<file path="src/logic/ipc_map.svh">
// register offsets, field positions, reset values and timing counts of the interrupt priority block
`ifndef IPC_MAP_SVH
`define IPC_MAP_SVH
// ---------------------------------------------------------------
// register offsets
// ---------------------------------------------------------------
`define IPC_ADDR_STATE  8'h00
`define IPC_ADDR_PEND   8'h04
`define IPC_ADDR_TIMER  8'h30
`define IPC_ADDR_CTRL   8'h34
`define IPC_MASK_PAGE   4'h1
`define IPC_STAT_PAGE   4'h2
// ---------------------------------------------------------------
// level bit positions and level masks (bit = level - 1), control register bit positions
// ---------------------------------------------------------------
`define IPC_BIT_MCHK    1
`define IPC_BIT_ETC     16
`define IPC_BIT_CONS    17
`define IPC_P4_LEVELS   32'h0000_0003
`define IPC_UNASSIGNED  32'h000c_0100
`define IPC_NOMASK      32'h0000_0001
`define IPC_CTRL_TIMER  0
`define IPC_CTRL_HALT   1
// ---------------------------------------------------------------
// reset values and timing
// ---------------------------------------------------------------
`define IPC_MASK_RST    32'h0000_0000
`define IPC_TIMER_RST   32'h0000_0000
`define IPC_TICK_NS     1000000
`define IPC_CLK_NS      50
`define IPC_TICK_CYCLES (`IPC_TICK_NS / `IPC_CLK_NS)
`endif

</file>
<file path="src/logic/ipc_pkg.sv">
// types of the interrupt priority block
package ipc_pkg;
  typedef enum logic [3:0] {
    ipc_st_p1 = 4'b0001,
    ipc_st_p2 = 4'b0010,
    ipc_st_p3 = 4'b0100,
    ipc_st_p4 = 4'b1000
  } ipc_state_t;
  typedef logic [31:0] ipc_word_t;
endpackage : ipc_pkg

</file>
<file path="src/logic/ipc_top.sv">
// interrupt priority resolver with parity checking, elapsed-time counter and apb registers
//
// The register offsets and the APB interface to the registers were decided locally.
`timescale 1ns/1ps
`include "ipc_map.svh"
module ipc_top #(
  parameter int unsigned TICK_CYCLES = `IPC_TICK_CYCLES
) (
  input  wire logic             clock,
  input  wire logic             rst_b,
  input  wire logic             psel,
  input  wire logic             penable,
  input  wire logic             pwrite,
  input  wire logic [7:0]       paddr,
  input  wire logic [31:0]      pwdata,
  output logic [31:0]           prdata,
  output logic                  pready,
  output logic                  pslverr,
  input  wire logic             power_fail,
  input  wire logic             equip_fault,
  input  wire logic [5:0]       ext_signal,
  input  wire logic [5:0]       selector_req,
  input  wire logic             mux_req,
  input  wire logic             console_req,
  input  wire logic             start_device_busy,
  input  wire logic             svc_call,
  input  wire logic             priv_op,
  input  wire logic             opcode_trap,
  input  wire logic             address_err,
  input  wire logic             data_err,
  input  wire logic             exp_overflow,
  input  wire logic             divide_err,
  input  wire logic             signif_err,
  input  wire logic             exp_underflow,
  input  wire logic             dec_overflow,
  input  wire logic             fixed_overflow,
  input  wire logic             test_mode,
  input  wire logic             main_memory_valid,
  input  wire logic [32:0]      main_memory_word,
  input  wire logic             peripheral_data_valid,
  input  wire logic [8:0]       peripheral_data_register,
  input  wire logic             fast_register_memory_valid,
  input  wire logic [32:0]      fast_register_memory_word,
  input  wire logic             protect_key_valid,
  input  wire logic [8:0]       protect_key_pair,
  output logic                  int_take,
  output logic [5:0]            int_level,
  output ipc_pkg::ipc_state_t   proc_state,
  output logic                  halt
);
  import ipc_pkg::*;

  // ---------------------------------------------------------------
  // helpers
  // ---------------------------------------------------------------
  // data plus its parity bit must hold an odd number of ones
  function automatic logic parity_bad(input logic [32:0] v);
    parity_bad = ~(^v);
  endfunction : parity_bad

  function automatic logic [1:0] state_index(input ipc_state_t s);
    state_index = (s == ipc_st_p4) ? 2'd3 : (s == ipc_st_p3) ? 2'd2 : (s == ipc_st_p2) ? 2'd1 : 2'd0;
  endfunction : state_index

  // lowest set bit is the most urgent level
  function automatic logic [4:0] first_set(input ipc_word_t v);
    first_set = 5'd0;
    for (int i = 31; i >= 0; i--) begin
      if (v[i]) begin
        first_set = 5'(i);
      end
    end
  endfunction : first_set

  // ---------------------------------------------------------------
  // storage
  // ---------------------------------------------------------------
  ipc_state_t state_reg, state_next;
  ipc_word_t  pend_reg, pend_next;
  ipc_word_t  mask_reg [4];
  ipc_word_t  stat_reg [4];
  ipc_word_t  timer_reg, timer_next;
  logic       timer_en_reg;
  logic [15:0] presc_reg;
  logic       halt_reg, halt_next;
  logic       take_reg;
  logic [5:0] level_reg;
  logic [31:0] rdata_reg;
  logic       ready_reg;
  logic       err_reg;

  // ---------------------------------------------------------------
  // parity checks
  // ---------------------------------------------------------------
  wire logic mm_err  = main_memory_valid & parity_bad(main_memory_word);
  wire logic dr_err  = peripheral_data_valid & parity_bad({24'h000000, peripheral_data_register});
  wire logic fm_err  = fast_register_memory_valid & parity_bad(fast_register_memory_word);
  wire logic key_err = protect_key_valid & parity_bad({24'h000000, protect_key_pair});
  wire logic in_p4   = (state_reg == ipc_st_p4);
  wire logic io_err  = mm_err | dr_err;
  // main or peripheral error interrupts unless already in machine condition state
  wire logic mchk_req = equip_fault | fm_err | (io_err & ~in_p4);
  wire logic stop_req = key_err | (io_err & in_p4);

  // ---------------------------------------------------------------
  // elapsed-time counter
  // ---------------------------------------------------------------
  wire logic tick      = timer_en_reg && (presc_reg == 16'(TICK_CYCLES - 1));
  wire logic etc_expire = tick && (timer_reg == 32'h0000_0001);

  // ---------------------------------------------------------------
  // condition vector, bit n is level n+1
  // ---------------------------------------------------------------
  wire ipc_word_t new_req = {test_mode, fixed_overflow, dec_overflow, exp_underflow,
                             signif_err, divide_err, exp_overflow, data_err,
                             address_err, opcode_trap, priv_op, svc_call, 2'b00,
                             console_req, etc_expire, mux_req, selector_req,
                             1'b0, ext_signal, mchk_req, power_fail};

  // ---------------------------------------------------------------
  // resolution
  // ---------------------------------------------------------------
  wire logic [1:0] cur_idx = state_index(state_reg);
  wire ipc_word_t  hold    = start_device_busy ? (32'h1 << `IPC_BIT_CONS) : 32'h0;
  // program states take all, control state only machine conditions, machine state none
  wire ipc_word_t  cls     = (state_reg == ipc_st_p3) ? `IPC_P4_LEVELS : in_p4 ? 32'h0 : 32'hffff_ffff;
  wire ipc_word_t  elig    = pend_reg & ~hold & cls & (mask_reg[cur_idx] | `IPC_NOMASK);
  wire logic       take_w  = (elig != 32'h0) && !halt_reg;
  wire logic [4:0] lvl_w   = first_set(elig);
  wire ipc_word_t  lvl_bit = take_w ? (32'h1 << lvl_w) : 32'h0;
  wire logic       to_p4   = lvl_w < 5'd2;
  wire ipc_state_t target  = to_p4 ? ipc_st_p4 : ipc_st_p3;
  wire logic [1:0] tgt_idx = state_index(target);

  // ---------------------------------------------------------------
  // apb decode
  // ---------------------------------------------------------------
  wire logic setup    = psel && !penable;
  wire logic wr_do    = psel && penable && pready && pwrite && !pslverr;
  wire logic hit_mask = paddr[7:4] == `IPC_MASK_PAGE;
  wire logic hit_stat = paddr[7:4] == `IPC_STAT_PAGE;
  wire logic [1:0] ridx = paddr[3:2];
  wire logic hit_any  = (paddr[1:0] == 2'b00) && (hit_mask || hit_stat || paddr == `IPC_ADDR_STATE ||
                        paddr == `IPC_ADDR_PEND || paddr == `IPC_ADDR_TIMER || paddr == `IPC_ADDR_CTRL);
  wire logic wr_state = wr_do && paddr == `IPC_ADDR_STATE;
  wire logic wr_timer = wr_do && paddr == `IPC_ADDR_TIMER;
  wire logic wr_ctrl  = wr_do && paddr == `IPC_ADDR_CTRL;

  // read data selection
  logic [31:0] rdata_w;
  always_comb begin
    if (paddr == `IPC_ADDR_STATE) begin
      rdata_w = {30'h0, cur_idx};
    end else if (paddr == `IPC_ADDR_PEND) begin
      rdata_w = pend_reg;
    end else if (hit_mask) begin
      rdata_w = mask_reg[ridx];
    end else if (hit_stat) begin
      rdata_w = stat_reg[ridx];
    end else if (paddr == `IPC_ADDR_TIMER) begin
      rdata_w = timer_reg;
    end else if (paddr == `IPC_ADDR_CTRL) begin
      rdata_w = {30'h0, halt_reg, timer_en_reg};
    end else begin
      rdata_w = 32'h0;
    end
  end

  // ---------------------------------------------------------------
  // next values
  // ---------------------------------------------------------------
  // taken level leaves pending; a new request in the same cycle wins
  assign pend_next  = ((pend_reg & ~lvl_bit) | new_req) & ~`IPC_UNASSIGNED;
  assign state_next = take_w ? target : wr_state ? ipc_state_t'(4'b0001 << pwdata[1:0]) : state_reg;
  assign halt_next  = stop_req | (halt_reg & ~(wr_ctrl & pwdata[`IPC_CTRL_HALT]));
  assign timer_next = wr_timer ? pwdata : (tick && timer_reg != 32'h0) ? timer_reg - 32'h1 : timer_reg;

  // ---------------------------------------------------------------
  // state, pending and halt
  // ---------------------------------------------------------------
  always_ff @(posedge clock or negedge rst_b) begin
    if (!rst_b) begin
      state_reg <= ipc_st_p1;
      pend_reg  <= 32'h0;
      halt_reg  <= 1'b0;
      take_reg  <= 1'b0;
      level_reg <= 6'h00;
    end else begin
      state_reg <= state_next;
      pend_reg  <= pend_next;
      halt_reg  <= halt_next;
      take_reg  <= take_w;
      level_reg <= take_w ? {1'b0, lvl_w} + 6'h01 : level_reg;
    end
  end

  // per-state mask and status; status sets on entry and is cleared by writing ones
  always_ff @(posedge clock or negedge rst_b) begin
    if (!rst_b) begin
      for (int i = 0; i < 4; i++) begin
        mask_reg[i] <= `IPC_MASK_RST;
        stat_reg[i] <= 32'h0;
      end
    end else begin
      for (int i = 0; i < 4; i++) begin
        if (wr_do && hit_mask && ridx == 2'(i)) begin
          mask_reg[i] <= pwdata;
        end
        stat_reg[i] <= (stat_reg[i] & ~((wr_do && hit_stat && ridx == 2'(i)) ? pwdata : 32'h0))
                       | ((tgt_idx == 2'(i)) ? lvl_bit : 32'h0);
      end
    end
  end

  // elapsed-time counter and prescaler
  always_ff @(posedge clock or negedge rst_b) begin
    if (!rst_b) begin
      timer_reg    <= `IPC_TIMER_RST;
      timer_en_reg <= 1'b0;
      presc_reg    <= 16'h0000;
    end else begin
      timer_reg    <= timer_next;
      timer_en_reg <= wr_ctrl ? pwdata[`IPC_CTRL_TIMER] : timer_en_reg;
      presc_reg    <= (!timer_en_reg || tick) ? 16'h0000 : presc_reg + 16'h0001;
    end
  end

  // apb answer: ready in the first access cycle
  always_ff @(posedge clock or negedge rst_b) begin
    if (!rst_b) begin
      rdata_reg <= 32'h0;
      ready_reg <= 1'b0;
      err_reg   <= 1'b0;
    end else begin
      ready_reg <= setup;
      err_reg   <= setup && !hit_any;
      rdata_reg <= (setup && !pwrite && hit_any) ? rdata_w : 32'h0;
    end
  end

  assign prdata     = rdata_reg;
  assign pready     = ready_reg;
  assign pslverr    = err_reg;
  assign int_take   = take_reg;
  assign int_level  = level_reg;
  assign proc_state = state_reg;
  assign halt       = halt_reg;
endmodule : ipc_top

</file>
<file path="config.mk">
export PLATFORM = sky130hd
export DESIGN_NAME = ipc_top
export DESIGN_NICKNAME = d
export VERILOG_FILES = /design/src/logic/ipc_pkg.sv /design/src/logic/ipc_top.sv
export VERILOG_INCLUDE_DIRS = /design/src /design/src/logic
export SDC_FILE = /design/constraint.sdc
export NUM_CORES = 1
export LEC_CHECK = 0
export ABC_CLOCK_PERIOD_IN_PS = 5700
export BUFFER_PORTS_ARGS = -buffer_cell sky130_fd_sc_hd__buf_2
export CAP_MARGIN = 10
export CORE_ASPECT_RATIO = 0.75
export CORE_MARGIN = 2
export CORE_UTILIZATION = 50
export CTS_CLUSTER_DIAMETER = 100
export DETAILED_ROUTE_END_ITERATION = 8
export GPL_TIMING_DRIVEN = 0
export PLACE_DENSITY = 0.77
export SKIP_LAST_GASP = 1
export SLEW_MARGIN = 15
export SYNTH_ARGS = -nofsm -noshare
export SYNTH_HDL_FRONTEND = slang
export SYNTH_SLANG_ARGS = --single-unit
</file>
<file path="constraint.sdc">
create_clock -name clock -period 5.7 [get_ports clock]
set_input_delay 0.285 -clock clock [delete_from_list [all_inputs] [get_ports clock]]
set_output_delay 0.285 -clock clock [all_outputs]
set_load 0.1 [all_outputs]
</file>
* Word level (Yosys, flattened, before mapping)
Cells that the tools add are included.
** Cells by class
- Div/mod/pow operators :: 0
- Multiply operators :: 0
- $add $sub $neg :: 3
- Muxes and demuxes :: 72
- Magnitude comparators :: 3
- Equal/unequal tests :: 19
- Reduce and logical (&&, ||, !) cells :: 50
- Shift-type cells :: 2
- Bitwise logic cells :: 40
** Operators with widths (count)
- $mux 32 :: 25
- $and 32x32->32 :: 8
- $bmux 32 s2 :: 3
- $mux 5 :: 32
- $not 32->32 :: 5
- $or 32x32->32 :: 5
- $reduce_xor 33->1 :: 4
- $reduce_bool 32->1 :: 2
- $eq 32x1->1 const B :: 1
- $not 18->32 :: 1
- $shl 1x5->32 const A :: 1
- $sub 32x1->32 const B :: 1
- $logic_and 1x1->1 :: 26
- $mux 18 :: 1
- $add 16x1->16 const B :: 1
- $eq 16x15->1 const B :: 1
- $eq 8x6->1 const B :: 2
- $mux 16 :: 1
- $eq 4x2->1 const B :: 3
- $mux 4 :: 3
- $mux 2 :: 5
- $and 1x1->1 :: 8
- $eq 2x2->1 const B :: 4
- $eq 4x3->1 const B :: 2
- 17 further kinds :: 44
** Word-level totals
- RAM bits :: 0
- Register bits after elaboration :: 380
- Bits in latches :: 0
- Memory bits (read-only) :: 0
- Word-level logic and storage cells :: 208
- Memories kept :: 0
- Input port bits :: 162

* Depth between registers and ports, before layout
- Depth after elaboration :: 50
- Depth in mapped cells :: 17

* Least setup slack after synthesis
Ideal clock, no wire load.
- Kind :: register to register
- Start :: reg state_reg[3], in the netlist proc_state[3]
- End :: reg level_reg[4], in the netlist int_level[4]
- Arrival time :: 4131 ps
- Clock period less this slack :: 4225 ps
- Buffers on the path :: 4
- Required time :: 5606 ps
- Path slack :: 1475 ps
- Setup time :: 94 ps
- Cell stages (with the launch flop) :: 17
- Cells stage by stage :: dfrtp_1 buf_2 xnor2_2 or2_1 buf_2 buf_2 clkbuf_1 o21ai_0 nand2_1 o311ai_0 a31oi_1 a21o_1 inv_1 ha_1 a21boi_0 mux2_2 a211oi_1
** On the way
- Word-level cells in the longest chain between the ends :: 42
- Elaborated cells between the ends (all ways) :: 49
** Ends and longest elaborated chain
- from (decl) :: RTL line ipc_top.sv:78 : ipc_state_t state_reg, state_next;
- from (signal assigned) :: RTL line ipc_top.sv:183 : state_reg <= ipc_st_p1;
- from (signal assigned) :: RTL line ipc_top.sv:189 : state_reg <= state_next;
- $eq 4x2->1 :: RTL line ipc_top.sv:62 : state_index = (s == ipc_st_p4) ? 2'd3 : (s == ipc_st_p3) ? 2'd2 : (s == ipc_st_p2) ? 2'd1 : 2'd0;
- $mux 1 :: RTL line ipc_top.sv:62
- $mux 2 (2 in series) :: RTL line ipc_top.sv:62
- $not 2->3 (implied by the code) :: RTL line ipc_top.sv:127 : wire ipc_word_t elig = pend_reg & ~hold & cls & (mask_reg[cur_idx] | `IPC_NOMASK);
- $bmux 32 s2 :: RTL line ipc_top.sv:127
- $mux 32 (implied by the code) (2 in series) :: RTL line ipc_top.sv:127
- $and 32x32->32 * :: RTL line ipc_top.sv:127
- $mux 5 (32 in series) :: RTL line ipc_top.sv:69 : if (v[i]) begin
- $add 5x1->6 :: RTL line ipc_top.sv:193 : level_reg <= take_w ? {1'b0, lvl_w} + 6'h01 : level_reg;
- to (signal assigned) :: RTL line ipc_top.sv:193
- to (decl) :: RTL line ipc_top.sv:87 : logic [5:0] level_reg;
Mark *: on every way between the ends. The rest lies on a longest branch, timed or not. The select of a mux whose other input is x is not followed.
A chain may end at the register's enable or synchronous reset.

* Final worst setup path
- Start :: reg state_reg[1], in the netlist proc_state[1]
- End :: reg pend_reg[1]
** On the way
- Word-level cells in the longest chain between the ends :: 46
- Elaborated cells between the ends (all ways) :: 56
** Ends and longest elaborated chain
- $eq 4x2->1 :: RTL line ipc_top.sv:62
- $mux 1 :: RTL line ipc_top.sv:62
- $mux 2 (2 in series) :: RTL line ipc_top.sv:62
- $not 2->3 (implied by the code) :: RTL line ipc_top.sv:127
- $bmux 32 s2 :: RTL line ipc_top.sv:127
- $mux 32 (implied by the code) (2 in series) :: RTL line ipc_top.sv:127
- $and 32x32->32 :: RTL line ipc_top.sv:127
- $mux 5 (32 in series) :: RTL line ipc_top.sv:69
- $shl 1x5->32 :: RTL line ipc_top.sv:130 : wire ipc_word_t lvl_bit = take_w ? (32'h1 << lvl_w) : 32'h0;
- $mux 32 :: RTL line ipc_top.sv:130
- $not 32->32 :: RTL line ipc_top.sv:173 : assign pend_next = ((pend_reg & ~lvl_bit) | new_req) & ~`IPC_UNASSIGNED;
- $and 32x32->32 :: RTL line ipc_top.sv:173
- $or 32x32->32 * :: RTL line ipc_top.sv:173
- named net pend_next[1] :: RTL line ipc_top.sv:79 : ipc_word_t pend_reg, pend_next;
- to (signal assigned) :: RTL line ipc_top.sv:190 : pend_reg <= pend_next;
- to (decl) :: RTL line ipc_top.sv:79
The timed path passes the listed nets; every way through them passes the cells marked *. The select of a mux whose other input is x is not followed.

==> impl_metrics.tcl <==
set metrics [dict create \
    status "finished, final reports clean" \
    synth.mux.area_fraction_pct 15.5 \
    crit_top_cell "buf_2" \
    core_area_sq_um 37200 \
    synth_compound_area_share_pct 14.7 \
    ios 208 \
    ys.flop_type "dfrtp_1" \
    pre_cts_slack_ns 0.640 \
    synth_xor_area_share_pct 5.75 \
    cts_inserted_buffers 38 \
    netlist.area_leader.share_pct 49.9 \
    drv_cap 0 \
    start_util_pct 51.0 \
    p_leak_nw 9.71 \
    die-height_microns 173 \
    finalClockSkew_ns 0.0292 \
    drt_iter0_drc 1988 \
    nets 2069 \
    overflow 0 \
    grt_max_degree 107 \
    grt.total_usage_pct 31.1 \
    syn_inst 1651 \
    critPathKind "reg -> reg" \
    finalCriticalPeriod_ns 5.46 \
    cts_sinks 380 \
    avgViaCountPerCell 6.28 \
    path_clk_slew_ns 0.07 \
    fp.dieW_microns 229 \
    gp_congestion 0.975 \
    hold_violations 0 \
    slew_headroom_pct 21.1 \
    tightest_slew_ns 1.17 \
    io_buffers 174 \
    ant_nets 0 \
    grt_pass1_vias 15300 \
    cp.arrival_ns 5.85 \
    worst_setup_path_end_kind "flip-flop" \
    crit_slowest_cell "dfrtp_1" \
    h-tree-depth 2 \
    period_share_pct 95.8 \
    synth_area_leaders "dfrtp_1 50%, mux2_2 7.9%, mux4_2 7.6%" \
    avgSynthCellArea_sq_um 11.5 \
    synth_fa_ha_area_share_pct 0.593 \
    final_max_slew_viol_count 0 \
    synth_area_sq_um 19000 \
    synth_cell_types 75 \
    crit_required_ns 6.09 \
    crit_path_max_incr_delay_ns 0.61 \
    dr.pass1.iters 9 \
    synth-edff-count 0 \
    clock_latency_ns 0.55 \
    setup_viol 0 \
    synth_fp_nets 1822 \
    synthArstFlopShare_pct 100 \
    drive_gt1_share_pct 24.9 \
    fill_cells 3014 \
    yosysWarnings 0 \
    cp-start-kind "flip-flop" \
    synthSimpleGateAreaFrac_pct 10.5 \
    reg2reg_slack_ns 0.24 \
    drc_errors 0 \
    hold_path.class "in -> reg" \
    ys_ff_latch 380 \
    cts_tree "done" \
    wl_per_cell_microns 25.3 \
    rsz0062_at_grt "false" \
    num_vias 15300 \
    path_max_fanout 10 \
    synth_top_family_by_area "multiplexers" \
    synth_top_cell_by_area "dfrtp_1" \
    max_freq_mhz 183 \
    power_density_nw_per_um2 300 \
    cp_cell_sequence "a211o_1 > buf_2 > nor2_1 > nor3b_1 > nor4b_1 > o311ai_0 > a211oi_1 > a211oi_2 > inv_1 > ha_1 > buf_2 > nand2_1 > a221oi_1 > dlygate4sd3_1 > o21ai_0" \
    wirelength_mm 61.6 \
    setup_ws_ns 0.238 \
    grt_pass1_wl_mm 93.5 \
    clk_path_buf_depth 3 \
    area_growth_pct 17.0 \
    final_core_util_pct 59.7 \
    die_area_sq_um 39600 \
    fin_hold_ws_ns 0.0240 \
    hpwlAfterDp_mm 43.0 \
    num_rows 61 \
    cp_num_buf_inv 4 \
    seq_area_frac_synth_pct 50.0 \
    clockRootBuffer "clkbuf_16" \
    ir_drop_mv 0.196 \
    antenna_found_initial 4 \
    path_delay_family "compound AO/OA/AOI/OAI gates" \
]
## worst paths after layout
path,startpoint,to,cells past startpoint
setup / recovery,proc_state[1],pend_reg[1],15
hold / removal,psel,pready,3
setup reg to reg,proc_state[1],pend_reg[1],15
hold reg to reg,stat_reg[44],stat_reg[44],2
max in group asynchronous,rst_b,stat_reg[111],3
min in group asynchronous,rst_b,presc_reg[14],2
## tightest hold or removal path, cell delays in order
cell	delay, ns
buf_2	0.09
nand2b_1	0.09
inv_1	0.07
## Yosys cell counts, types with 8 or more instances
| cell | number |
|---|---|
| a21boi_0 | 93 |
| a21o_1 | 29 |
| a21oi_1 | 74 |
| a22o_1 | 15 |
| a22oi_1 | 69 |
| a31oi_1 | 8 |
| buf_1 | 19 |
| buf_2 | 11 |
| clkbuf_1 | 82 |
| dfrtp_1 | 379 |
| ha_1 | 9 |
| inv_1 | 14 |
| mux2_2 | 133 |
| mux4_2 | 64 |
| nand2_1 | 160 |
| nand3_1 | 33 |
| nand3_2 | 10 |
| nor2_1 | 94 |
| nor3_1 | 21 |
| nor3b_1 | 10 |
| nor4_1 | 12 |
| o211ai_1 | 20 |
| o21a_1 | 11 |
| o21ai_0 | 34 |
| or3_1 | 9 |
| xnor2_1 | 94 |
| xor2_1 | 29 |
## metal layers
layer	vias up	routed length [microns]	global-route usage, %
li1	6490	-	-
met1	7728	25800	45.4
met2	900	27100	46.6
met3	140	6620	7.03
met4	4	2080	9.96
met5	-	30	0
## power by group
| group | internal, mW | switching [mW] | leakage, nW |
|---|---|---|---|
| Clock | 1.56 | 1.11 | 0.643 |
| Sequential | 2.74 | 0.0330 | 4.96 |
| Combinational | 0.352 | 0.865 | 4.11 |
| Total | 4.65 | 2.01 | 9.71 |
## area by class of cell
class / instances / area, sq um / area share, %
flip-flops and latches: 380 / 9510 / 42.8
clock inverters: 13 / 179 / 0.805
multi-input cells: 1138 / 8950 / 40.3
diodes: 1 / 2.50 / 0.0113
clock buffers: 55 / 1130 / 5.07
well taps: 504 / 631 / 2.84
repair buffers: 207 / 1260 / 5.69
inverters: 15 / 61.3 / 0.276
plain buffers: 118 / 503 / 2.26
## per-stage QoR
step / setup TNS, ns / power (mW) / instance area, sq um / std cells
detailed placement: 0 / 3.98 / 20600 / 2332
finish: 0 / 6.66 / 22200 / 2431
global placement: -1090.50 / 3.96 / 20500 / 2329
floorplan: 0 / 3.55 / 19000 / 1651
global route: 0 / 6.85 / 22200 / 2430
CTS: 0 / 6.64 / 22200 / 2430
## logic make-up (layout without fill, tap and decap cells)
| logic type | after synthesis | count (layout) |
|---|---|---|
| simple gates | 409 | 409 |
| compound gates | 398 | 398 |
| flops | 380 | 380 |
| mux | 198 | 198 |
| buf+inv | 133 | 408 |
| xor+xnor | 124 | 124 |
| fa+ha+maj | 9 | 9 |
| other cells | 0 | 1 |
## timing repair
| item | 4_1_cts | 5_1_grt |
|---|---|---|
| gates resized for setup | 0 | 1 |
| hold buffers | 30 | 0 |
| setup endpoints to repair | 0 | 1 |
| endpoints found under the hold margin | 89 | 0 |
| buffers inserted | 0 | 0 |
## placed cells by master, fill, tap and decap left out, types with 5 or more instances in the layout
| master | count |
|---|---|
| dfrtp_1 | 379 |
| buf_2 | 185 |
| nand2_1 | 160 |
| mux2_2 | 133 |
| nor2_1 | 94 |
| xnor2_1 | 94 |
| a21boi_0 | 93 |
| clkbuf_1 | 89 |
| a21oi_1 | 74 |
| a22oi_1 | 69 |
| mux4_2 | 64 |
| clkbuf_16 | 39 |
| o21ai_0 | 34 |
| nand3_1 | 33 |
| dlygate4sd3_1 | 30 |
| xor2_1 | 29 |
| a21o_1 | 29 |
| nor3_1 | 21 |
| o211ai_1 | 20 |
| buf_1 | 16 |
| a22o_1 | 15 |
| inv_1 | 14 |
| o21a_1 | 11 |
| nor4_1 | 11 |
| nor3b_1 | 10 |
| nand3_2 | 10 |
| or3_1 | 9 |
| ha_1 | 9 |
| clkbuf_8 | 9 |
| a31oi_1 | 8 |
| nand4_1 | 7 |
| o31ai_1 | 7 |
| and2_1 | 7 |
| nand3b_1 | 6 |
| and3_1 | 6 |
| a211oi_1 | 6 |
| clkinv_2 | 5 |
Power figures use the tool's default switching activity.
